`src/sespr_regs.vh`:
```
`ifndef SESPR_REGS_VH
`define SESPR_REGS_VH

// Register byte offsets on the APB side.
`define SESPR_OFF_CTRL 12'h000
`define SESPR_OFF_STATUS 12'h004
`define SESPR_OFF_MASK 12'h008
`define SESPR_OFF_HITS 12'h00C
`define SESPR_OFF_MISSES 12'h010

// Control register fields and reset values.
`define SESPR_CTRL_SUP_BIT 0
`define SESPR_CTRL_TBL_HI 8
`define SESPR_CTRL_TBL_LO 4
`define SESPR_RST_SUP 1'b1
`define SESPR_RST_TBL 5'h10
`define SESPR_TBL_MAX 5'h10

// Event bits, shared by status and mask.
`define SESPR_EV_W 4
`define SESPR_EV_CONFLICT 0
`define SESPR_EV_RANGE 1
`define SESPR_EV_BADENT 2
`define SESPR_EV_REWRITE 3

// Stream table entry field positions.
`define SESPR_ENT_W 128
`define SESPR_ENT_VALID 0
`define SESPR_ENT_CFG_HI 3
`define SESPR_ENT_CFG_LO 1
`define SESPR_ENT_DRP 76
`define SESPR_ENT_SPAN_HI 80
`define SESPR_ENT_SPAN_LO 77
`define SESPR_ENT_S1B_HI 97
`define SESPR_ENT_S1B_LO 96

// Configuration codes.
`define SESPR_CFG_BYPASS 3'h4
`define SESPR_CFG_S1ONLY 3'h5
`define SESPR_S1B_BYPASS 2'h1

// Transaction operation codes.
`define SESPR_OP_READ 3'h0
`define SESPR_OP_WRITE 3'h1
`define SESPR_OP_READ_INV 3'h2
`define SESPR_OP_CMO_INV 3'h3
`define SESPR_OP_CMO_CLEAN_INV 3'h4

`define SESPR_SID_W 16
`define SESPR_NUM_ENT 4
`define SESPR_PTR_W 2

`endif

```
`src/sespr_op_policy.v`:
```
`timescale 1ns/1ps
`include "sespr_regs.vh"

module sespr_op_policy (
  op,
  destructive_read_permit,
  cfg_code,
  stage1_bypass_select,
  page_ok,
  supported,
  out_op,
  rewritten
);
  input wire [2:0] op;
  input wire destructive_read_permit;
  input wire [2:0] cfg_code;
  input wire [1:0] stage1_bypass_select;
  input wire page_ok;
  input wire supported;
  output reg [2:0] out_op;
  output reg rewritten;

  reg all_bypass;
  reg allow;

  always @* begin
    all_bypass = (cfg_code == `SESPR_CFG_BYPASS) ||
                 ((cfg_code == `SESPR_CFG_S1ONLY) &&
                  (stage1_bypass_select == `SESPR_S1B_BYPASS));
    // An unsupported implementation ignores the permit bit and passes destructive forms only in bypass.
    allow = all_bypass || (supported && destructive_read_permit && page_ok);
    out_op = op;
    rewritten = 1'b0;
    if (!allow) begin
      if (op == `SESPR_OP_READ_INV) begin
        out_op = `SESPR_OP_READ;
        rewritten = 1'b1;
      end else if (op == `SESPR_OP_CMO_INV) begin
        out_op = `SESPR_OP_CMO_CLEAN_INV;
        rewritten = 1'b1;
      end
    end
  end
endmodule // sespr_op_policy

```
`src/sespr_top.v`:
```
// Functional notes
// - Permit clear turns read-invalidate into read.
// - Permit clear turns invalidate into clean-invalidate.
// - Permit set lets read-invalidate pass destructively.
// - Permit set forwards invalidate unchanged.
// - Destructive forms also need page permission.
// - Unsupported implementation ignores the permit bit.
// - Permit applies only when a stage translates.
// - Span hint is entry bits 80 to 77.
// - Span hint zero matches only its own stream.
// - Span covers 2^N streams, aligned base.
// - Cached entry matches any stream in span.
// - Invalidation hits only the targeted entry.
// - Differing span entries report conflict and abort.
// - Span larger than table is capped.
// - Permit bit is entry bit 76.
// - Streams beyond the table never match.
`timescale 1ns/1ps
`include "sespr_regs.vh"

module sespr_top (
  input wire ref_clk,
  input wire rst,
  input wire psel,
  input wire penable,
  input wire pwrite,
  input wire [11:0] paddr,
  input wire [31:0] pwdata,
  output reg [31:0] prdata,
  output reg pready,
  output reg pslverr,
  output reg irq,
  input wire req_valid,
  output reg req_ready,
  input wire [15:0] req_sid,
  input wire [2:0] req_op,
  input wire req_page_ok,
  output reg out_valid,
  output reg [15:0] out_sid,
  output reg [2:0] out_op,
  output reg out_abort,
  output reg fetch_req,
  output reg [15:0] fetch_sid,
  input wire fetch_valid,
  input wire [127:0] fetch_entry,
  input wire cfgi_valid,
  input wire cfgi_all,
  input wire [15:0] cfgi_sid
);
  localparam ST_IDLE = 2'b00;
  localparam ST_CHECK = 2'b01;
  localparam ST_WAIT = 2'b10;

  // Mask that keeps the stream bits above a span of 2^e entries.
  function [15:0] span_mask;
    input [4:0] e;
    reg [16:0] ones;
    begin
      ones = (17'h00001 << e) - 17'h00001;
      span_mask = ~ones[15:0];
    end
  endfunction

  // True when stream b lies in the span of stream a, capped at the table size.
  function span_match;
    input [15:0] a;
    input [15:0] b;
    input [3:0] span;
    input [4:0] tbl;
    reg [4:0] eff;
    begin
      eff = ({1'b0, span} > tbl) ? tbl : {1'b0, span};
      span_match = (((a ^ b) & span_mask(eff)) == 16'h0000);
    end
  endfunction

  reg [1:0] state_ff;
  reg [1:0] nxt_state;
  reg sup_ff;
  reg [4:0] tbl_ff;
  reg [`SESPR_EV_W-1:0] status_ff;
  reg [`SESPR_EV_W-1:0] mask_ff;
  reg [31:0] hits_ff;
  reg [31:0] misses_ff;
  reg [15:0] cur_sid_ff;
  reg [2:0] cur_op_ff;
  reg cur_page_ok_ff;
  reg [`SESPR_PTR_W-1:0] fill_ptr_ff;
  reg [`SESPR_NUM_ENT-1:0] ent_vld_ff;
  reg [15:0] ent_tag_ff [0:`SESPR_NUM_ENT-1];
  reg [3:0] ent_span_ff [0:`SESPR_NUM_ENT-1];
  reg ent_drp_ff [0:`SESPR_NUM_ENT-1];
  reg [2:0] ent_cfg_ff [0:`SESPR_NUM_ENT-1];
  reg [1:0] ent_s1b_ff [0:`SESPR_NUM_ENT-1];

  wire [3:0] f_span = fetch_entry[`SESPR_ENT_SPAN_HI:`SESPR_ENT_SPAN_LO];
  wire f_drp = fetch_entry[`SESPR_ENT_DRP];
  wire [2:0] f_cfg = fetch_entry[`SESPR_ENT_CFG_HI:`SESPR_ENT_CFG_LO];
  wire [1:0] f_s1b = fetch_entry[`SESPR_ENT_S1B_HI:`SESPR_ENT_S1B_LO];
  wire f_valid = fetch_entry[`SESPR_ENT_VALID];

  wire [`SESPR_NUM_ENT-1:0] hit_vec;
  wire [`SESPR_NUM_ENT-1:0] conf_vec;
  wire [`SESPR_NUM_ENT-1:0] inv_vec;

  genvar gi;
  generate
    for (gi = 0; gi < `SESPR_NUM_ENT; gi = gi + 1) begin : g_ent
      assign hit_vec[gi] = ent_vld_ff[gi] &&
                           span_match(ent_tag_ff[gi], cur_sid_ff, ent_span_ff[gi], tbl_ff);
      // The new entry's span covers a cached neighbour whose fields differ.
      assign conf_vec[gi] = ent_vld_ff[gi] &&
                            span_match(cur_sid_ff, ent_tag_ff[gi], f_span, tbl_ff) &&
                            ((ent_drp_ff[gi] != f_drp) || (ent_cfg_ff[gi] != f_cfg) ||
                             (ent_s1b_ff[gi] != f_s1b));
      assign inv_vec[gi] = cfgi_valid && (cfgi_all || (ent_tag_ff[gi] == cfgi_sid));
    end
  endgenerate

  // Select the lowest hitting entry.
  reg [`SESPR_PTR_W-1:0] hit_idx;
  integer k;
  always @* begin
    hit_idx = {`SESPR_PTR_W{1'b0}};
    for (k = `SESPR_NUM_ENT - 1; k >= 0; k = k - 1) begin
      if (hit_vec[k]) begin
        hit_idx = k[`SESPR_PTR_W-1:0];
      end
    end
  end

  wire out_of_range = ((cur_sid_ff & span_mask(tbl_ff)) != 16'h0000);
  wire any_hit = |hit_vec;
  wire any_conf = |conf_vec;

  wire in_wait_done = (state_ff == ST_WAIT) && fetch_valid;
  wire pol_drp = in_wait_done ? f_drp : ent_drp_ff[hit_idx];
  wire [2:0] pol_cfg = in_wait_done ? f_cfg : ent_cfg_ff[hit_idx];
  wire [1:0] pol_s1b = in_wait_done ? f_s1b : ent_s1b_ff[hit_idx];
  wire [2:0] pol_op;
  wire pol_rewritten;

  sespr_op_policy u_policy (
    .op(cur_op_ff),
    .destructive_read_permit(pol_drp),
    .cfg_code(pol_cfg),
    .stage1_bypass_select(pol_s1b),
    .page_ok(cur_page_ok_ff),
    .supported(sup_ff),
    .out_op(pol_op),
    .rewritten(pol_rewritten)
  );

  always @* begin
    nxt_state = state_ff;
    case (state_ff)
      ST_IDLE: begin
        if (req_valid && req_ready) begin
          nxt_state = ST_CHECK;
        end
      end
      ST_CHECK: begin
        if (!out_of_range && !any_hit) begin
          nxt_state = ST_WAIT;
        end else begin
          nxt_state = ST_IDLE;
        end
      end
      ST_WAIT: begin
        if (fetch_valid) begin
          nxt_state = ST_IDLE;
        end
      end
      default: begin
        nxt_state = ST_IDLE;
      end
    endcase
  end

  // Events raised by the translation path this cycle.
  reg [`SESPR_EV_W-1:0] ev_set;
  always @* begin
    ev_set = {`SESPR_EV_W{1'b0}};
    if (state_ff == ST_CHECK && out_of_range) begin
      ev_set[`SESPR_EV_RANGE] = 1'b1;
    end
    if (state_ff == ST_CHECK && !out_of_range && any_hit && pol_rewritten) begin
      ev_set[`SESPR_EV_REWRITE] = 1'b1;
    end
    if (in_wait_done) begin
      if (!f_valid) begin
        ev_set[`SESPR_EV_BADENT] = 1'b1;
      end else if (any_conf) begin
        ev_set[`SESPR_EV_CONFLICT] = 1'b1;
      end else if (pol_rewritten) begin
        ev_set[`SESPR_EV_REWRITE] = 1'b1;
      end
    end
  end

  wire apb_setup_done = psel && penable && !pready;
  wire apb_done = psel && penable && pready;
  wire apb_wr = apb_done && pwrite;
  wire rd_status = apb_done && !pwrite && (paddr == `SESPR_OFF_STATUS);
  wire addr_ok = (paddr == `SESPR_OFF_CTRL) || (paddr == `SESPR_OFF_STATUS) ||
                 (paddr == `SESPR_OFF_MASK) || (paddr == `SESPR_OFF_HITS) ||
                 (paddr == `SESPR_OFF_MISSES);

  reg [31:0] rd_mux;
  always @* begin
    rd_mux = 32'h00000000;
    case (paddr)
      `SESPR_OFF_CTRL: begin
        rd_mux[`SESPR_CTRL_SUP_BIT] = sup_ff;
        rd_mux[`SESPR_CTRL_TBL_HI:`SESPR_CTRL_TBL_LO] = tbl_ff;
      end
      `SESPR_OFF_STATUS: rd_mux[`SESPR_EV_W-1:0] = status_ff;
      `SESPR_OFF_MASK: rd_mux[`SESPR_EV_W-1:0] = mask_ff;
      `SESPR_OFF_HITS: rd_mux = hits_ff;
      `SESPR_OFF_MISSES: rd_mux = misses_ff;
      default: rd_mux = 32'h00000000;
    endcase
  end

  always @(posedge ref_clk or posedge rst) begin
    if (rst) begin
      pready <= 1'b0;
      prdata <= 32'h00000000;
      pslverr <= 1'b0;
      sup_ff <= `SESPR_RST_SUP;
      tbl_ff <= `SESPR_RST_TBL;
      mask_ff <= {`SESPR_EV_W{1'b0}};
      status_ff <= {`SESPR_EV_W{1'b0}};
      irq <= 1'b0;
    end else begin
      pready <= apb_setup_done;
      if (apb_setup_done) begin
        prdata <= pwrite ? 32'h00000000 : rd_mux;
        pslverr <= !addr_ok;
      end
      if (apb_wr && paddr == `SESPR_OFF_CTRL) begin
        sup_ff <= pwdata[`SESPR_CTRL_SUP_BIT];
        // A table larger than the stream number space is held at the maximum.
        tbl_ff <= (pwdata[`SESPR_CTRL_TBL_HI:`SESPR_CTRL_TBL_LO] > `SESPR_TBL_MAX) ?
                  `SESPR_TBL_MAX : pwdata[`SESPR_CTRL_TBL_HI:`SESPR_CTRL_TBL_LO];
      end
      if (apb_wr && paddr == `SESPR_OFF_MASK) begin
        mask_ff <= pwdata[`SESPR_EV_W-1:0];
      end
      // A read clears only the bits it reported, so an event that lands between the
      // data capture and the access edge is kept; a new event also wins over the clear.
      status_ff <= (status_ff & ~(rd_status ? prdata[`SESPR_EV_W-1:0] : {`SESPR_EV_W{1'b0}})) |
                   ev_set;
      irq <= |(((status_ff & ~(rd_status ? prdata[`SESPR_EV_W-1:0] : {`SESPR_EV_W{1'b0}})) |
                ev_set) & mask_ff);
    end
  end

  integer j;
  always @(posedge ref_clk or posedge rst) begin
    if (rst) begin
      state_ff <= ST_IDLE;
      req_ready <= 1'b1;
      cur_sid_ff <= 16'h0000;
      cur_op_ff <= `SESPR_OP_READ;
      cur_page_ok_ff <= 1'b0;
      out_valid <= 1'b0;
      out_sid <= 16'h0000;
      out_op <= `SESPR_OP_READ;
      out_abort <= 1'b0;
      fetch_req <= 1'b0;
      fetch_sid <= 16'h0000;
      fill_ptr_ff <= {`SESPR_PTR_W{1'b0}};
      hits_ff <= 32'h00000000;
      misses_ff <= 32'h00000000;
      ent_vld_ff <= {`SESPR_NUM_ENT{1'b0}};
      for (j = 0; j < `SESPR_NUM_ENT; j = j + 1) begin
        ent_tag_ff[j] <= 16'h0000;
        ent_span_ff[j] <= 4'h0;
        ent_drp_ff[j] <= 1'b0;
        ent_cfg_ff[j] <= 3'h0;
        ent_s1b_ff[j] <= 2'h0;
      end
    end else begin
      state_ff <= nxt_state;
      out_valid <= 1'b0;
      // Each command drops only entries it names, never whole spans.
      ent_vld_ff <= ent_vld_ff & ~inv_vec;
      case (state_ff)
        ST_IDLE: begin
          if (req_valid && req_ready) begin
            req_ready <= 1'b0;
            cur_sid_ff <= req_sid;
            cur_op_ff <= req_op;
            cur_page_ok_ff <= req_page_ok;
          end
        end
        ST_CHECK: begin
          out_sid <= cur_sid_ff;
          if (out_of_range) begin
            out_valid <= 1'b1;
            out_abort <= 1'b1;
            out_op <= cur_op_ff;
            req_ready <= 1'b1;
          end else if (any_hit) begin
            out_valid <= 1'b1;
            out_abort <= 1'b0;
            out_op <= pol_op;
            hits_ff <= hits_ff + 32'h00000001;
            req_ready <= 1'b1;
          end else begin
            fetch_req <= 1'b1;
            fetch_sid <= cur_sid_ff;
            misses_ff <= misses_ff + 32'h00000001;
          end
        end
        ST_WAIT: begin
          if (fetch_valid) begin
            fetch_req <= 1'b0;
            out_valid <= 1'b1;
            req_ready <= 1'b1;
            out_op <= pol_op;
            // A conflicting or invalid entry aborts and is not cached.
            out_abort <= !f_valid || any_conf;
            if (f_valid && !any_conf) begin
              ent_vld_ff[fill_ptr_ff] <= 1'b1;
              ent_tag_ff[fill_ptr_ff] <= cur_sid_ff;
              ent_span_ff[fill_ptr_ff] <= f_span;
              ent_drp_ff[fill_ptr_ff] <= f_drp;
              ent_cfg_ff[fill_ptr_ff] <= f_cfg;
              ent_s1b_ff[fill_ptr_ff] <= f_s1b;
              fill_ptr_ff <= fill_ptr_ff + {{(`SESPR_PTR_W-1){1'b0}}, 1'b1};
            end
          end
        end
        default: begin
          req_ready <= 1'b1;
          fetch_req <= 1'b0;
        end
      endcase
    end
  end
endmodule // sespr_top

```
`config.mk`:
```
export PLATFORM = sky130hd
export DESIGN_NAME = sespr_top
export DESIGN_NICKNAME = d
export VERILOG_FILES = /design/src/sespr_op_policy.v /design/src/sespr_top.v
export VERILOG_INCLUDE_DIRS = /design/src
export SDC_FILE = /design/constraint.sdc
export NUM_CORES = 1
export LEC_CHECK = 0
export BUFFER_PORTS_ARGS = -buffer_cell sky130_fd_sc_hd__buf_4
export CAP_MARGIN = 20
export CORE_UTILIZATION = 25
export DETAILED_ROUTE_END_ITERATION = 8
export MAX_ROUTING_LAYER = met4
export SYNTH_ARGS = -nofsm -noshare
export SYNTH_HDL_FRONTEND = slang
export SYNTH_SLANG_ARGS = --single-unit
```
`constraint.sdc`:
```
create_clock -name ref_clk -period 17.3 [get_ports ref_clk]
set_input_delay 0.865 -clock ref_clk [delete_from_list [all_inputs] [get_ports ref_clk]]
set_output_delay 0.865 -clock ref_clk [all_outputs]
set_load 0.01 [all_outputs]
```
==> summary.md <==
| Metric | Value |
|---|---|
| Status | `complete, but fails checks` |
| Violated checks | `design-rule violations` |
| Final WS setup | `9.56 ns` |
| Cts bufs inserted | `31` |
| TritonCTS clock tree | `yes` |
| DP HPWL | `48.4 mm` |
| Vias in the first global route | `15300` |
| Slew HR | `23.8%` |
| FFs w/ async S/R, synth | `100%` |
| Synth Area per Inst | `9.92 µm²` |
| Main flop type after synthesis | `dfrtp_1` |
| Startpoint Class | `register` |
| Port Buffers | `150` |
| Final #Nets | `2193` |
| Period utilization | `44.8%` |
| Clock sink count | `284` |
| Met2 Use GR | `27.8%` |
| Met1 Use GR | `23.6%` |
| CP required | `17.78 ns` |
| Minimum clock period | `7.74 ns` |
| Row count | `99` |
| CTS Root Cell | `clkbuf_16` |
| Layout cells sized above 1 | `23.0%` |
| Via count | `15400` |
| R2R Setup Slk | `9.56 ns` |
| Setup_tns | `0 ns` |
| Mapped cell area | `18500 µm²` |
| Overall Global Routing Usage | `17.6%` |
| Post-Synth Simple-Gate Area | `15.2%` |
| Critical Path Fanout Max | `46` |
| Tot Pwr | `3.23 mW` |
| Gr ovfl total | `0` |
| Hold Crit Class | `input port to asynchronous set/reset pin` |
| Most area-consuming cells after synthesis | `dfrtp_1 (38%), xnor2_1 (7.7%), mux2_2 (6.1%)` |
| Initial antenna violation count | `2` |
| Clock skew | `0.0266 ns` |
| #FFs+latches synth | `284` |
| Worst-Skew Late Latency | `0.62 ns` |
| Top cells by count, synth | `dfrtp_1 (281), xnor2_1 (162), nand2_1 (158), mux2_2 (101), o21ai_0 (99)` |
| RSZ-0062 raised after global routing | `false` |
| H-tree depth | `1` |
| Core Util, Final | `29.5%` |
| Top delay family on crit path | `simple AND/OR/NAND/NOR gates` |
| Post-synthesis compound-gate area fraction | `14.7%` |
| Type of the worst setup path | `register to register` |
| Worst r2r path cells | `20` |
| Final Hold Violating Endpoints | `0` |
| Post-Syn Nets | `2119` |
| DR vias/cell | `5.25` |
| Fmax | `0.129 GHz` |
| Crit. path cell count | `20` |
| Yosys cell types | `96` |
| Worst setup path startpoint | `tbl_ff[3]` |
| Final wirelength | `65.7 mm` |
| Critical R2R Capture | `hits_ff[23]` |
| Reg clk slew, reported paths | `0.06 ns` |
| Area growth syn-to-layout | `16.3%` |
| Busiest layer in global routing | `met2` |
| Share of the synthesized area in the top cell type | `38.0%` |
| Max_cap viols | `0` |
| CP arrival | `8.22 ns` |
| First-iteration detailed-routing DRC count | `1490` |
| Xor-xnor portion of the synthesized cell area | `10.6%` |
| Drt drc | `7` |
| Core Region | `73100 µm²` |
| Adder-cell share of the synthesized area | `2.36%` |
| Pre-CTS setup slack | `9.71 ns` |
| VDD IR max | `0.120 mV` |
| Slowest cell on the critical path | `nor3_2` |
| CP Capture Type | `register` |
| Worst Setup EP | `hits_ff[23]` |
| Cell taking the most area after synthesis | `dfrtp_1` |
| Post-CTS Resized | `0` |
| Sequential cell area fraction in the yosys report | `38.4%` |
| CP Cell Sequence | `buf_4 -> inv_1 -> buf_4 -> ha_1 -> nor2b_1 -> o311a_1 -> o21ai_2 -> mux2_2 -> ha_1 -> or4b_2 -> a21oi_1 -> nor2_1 -> nand3_1 -> o221ai_1 -> or4_1 -> o22ai_2 -> o31ai_2 -> nor3_2 -> nand4_1 -> xnor2_1` |
| Post-Synthesis Cells | `1867` |
| PwrDens | `150 nW/µm²` |
| Slew Limit Fails | `0` |
| Final setup vio count | `0` |
| Clock Path Buffers | `3` |
| Worst Max-Slew Pin Slew | `1.11 ns` |
| Crit-path max cell delay | `0.82 ns` |
| Mux share of post-synthesis cell area | `14.3%` |
| Top-count cell post-synth | `dfrtp_1` |
| Reg-to-reg critical path startpoint | `tbl_ff[3]` |
| Starting Density | `25.3%` |
| DR pass1 iterations | `9` |
| Hold-fix buffers at CTS | `0` |
| Post-CTS Setup Bufs | `0` |
| Ports | `291` |
| Die height | `274 µm` |
| Total die area | `75200 µm²` |
| Leakage power | `9.27 nW` |
| Post-synth EDFFs | `0` |
| Largest family of logic cells by synthesized area | `simple AND/OR/NAND/NOR gates` |
| Final ANT Viol Nets | `0` |
| GPL Wtd Cong | `0.981` |
| Ys Warns | `0` |
| Pin count of the biggest net entering global routing | `98` |
| Mean routed wirelength per cell | `22.5 µm` |
| FILL cells | `7567` |
| M3 GR Usage | `1.81%` |
| First-pass GRT wire length | `98.7 mm` |
| Die width | `274 µm` |
| Buffer and inverter count on the worst path | `3` |
layout by cell type, fill, tap and decap left out, types with 10 or more instances in the layout:
cell type,n
nor2b_1,17
nor2_1,84
o31ai_1,10
nand2_1,158
mux2_4,73
a22oi_1,28
o211ai_1,19
nand2b_1,19
mux2i_1,34
and3_1,15
buf_4,177
clkbuf_16,31
a21oi_1,66
o22ai_1,11
o21ai_0,99
and2_1,10
mux2_2,101
xnor2_1,162
dfrtp_1,281
ha_1,35
nor3_1,42
a21o_1,11
nor4_1,29
xor2_1,63
nand4_1,36
a211oi_1,11
inv_1,43
or3_1,10
nand3_1,56
layer usage:
layer	up-vias	routed length (µm)
met2	547	30800
li1	6927	-
met3	111	3510
met5	-	0
met4	0	1890
met1	7780	29500
flip-flops by register name, indices dropped and copies added, names as in the netlist, 2 cells and up:
name         count
ent_s1b_ff       8
prdata          32
out_sid         16
tbl_ff           5
ent_tag_ff      64
state_ff         2
ent_drp_ff       4
ent_cfg_ff      12
fetch_sid       16
status_ff        4
hits_ff         32
cur_op_ff        3
ent_span_ff     16
mask_ff          4
misses_ff       32
ent_vld_ff       4
fill_ptr_ff      2
cur_sid_ff      16
out_op           3
layout make-up:
class,instances,area [µm²],area share (%)
multi-input combinational,1398,10600,49.2
inverter,49,191,0.889
antenna,2,5.00,0.0232
timing repair buffer,177,1330,6.17
clock buffer,44,915,4.25
tap,959,1200,5.57
clock inverter,13,183,0.848
sequential,284,7110,33.0
power by group:
group / internal, mW / leakage, nW / switching (mW) / total (mW)
Clock: 0.427 / 0.545 / 0.288 / 0.715
Sequential: 0.832 / 3.71 / 0.265 / 1.10
Combinational: 0.644 / 5.02 / 0.777 / 1.42
Total: 1.90 / 9.27 / 1.33 / 3.23
worst min path at each step:
stage                           to  slack [ns]  cells after the start
floorplan            misses_ff[31]        0.44                      1
global placement     misses_ff[31]        0.46                      1
detailed placement   ent_vld_ff[0]        0.47                      2
CTS                  fetch_sid[11]        0.37                      2
global route        cur_sid_ff[11]        0.37                      2
finish               fetch_sid[11]        0.31                      2
kinds of logic (layout without fill, tap and decap cells):
logic type	count (synthesis)	count (layout)
adders and majority gates	35	35
AOI/OAI and AO/OA	391	391
muxes	212	212
and+or+nand+nor	535	535
other	0	2
buffers and inverters	185	283
xor gates and xnor gates	225	225
DFF	284	284
metrics by stage:
stage	hold WS, ns	instances	instance area, µm²
floorplan	0.442	1867	18500
global placement	0.461	2866	20400
detailed placement	0.467	2866	20400
CTS	0.372	2923	21500
global route	0.373	2926	21500
finish	0.306	2926	21500
(Power assumes the default switching activity.)
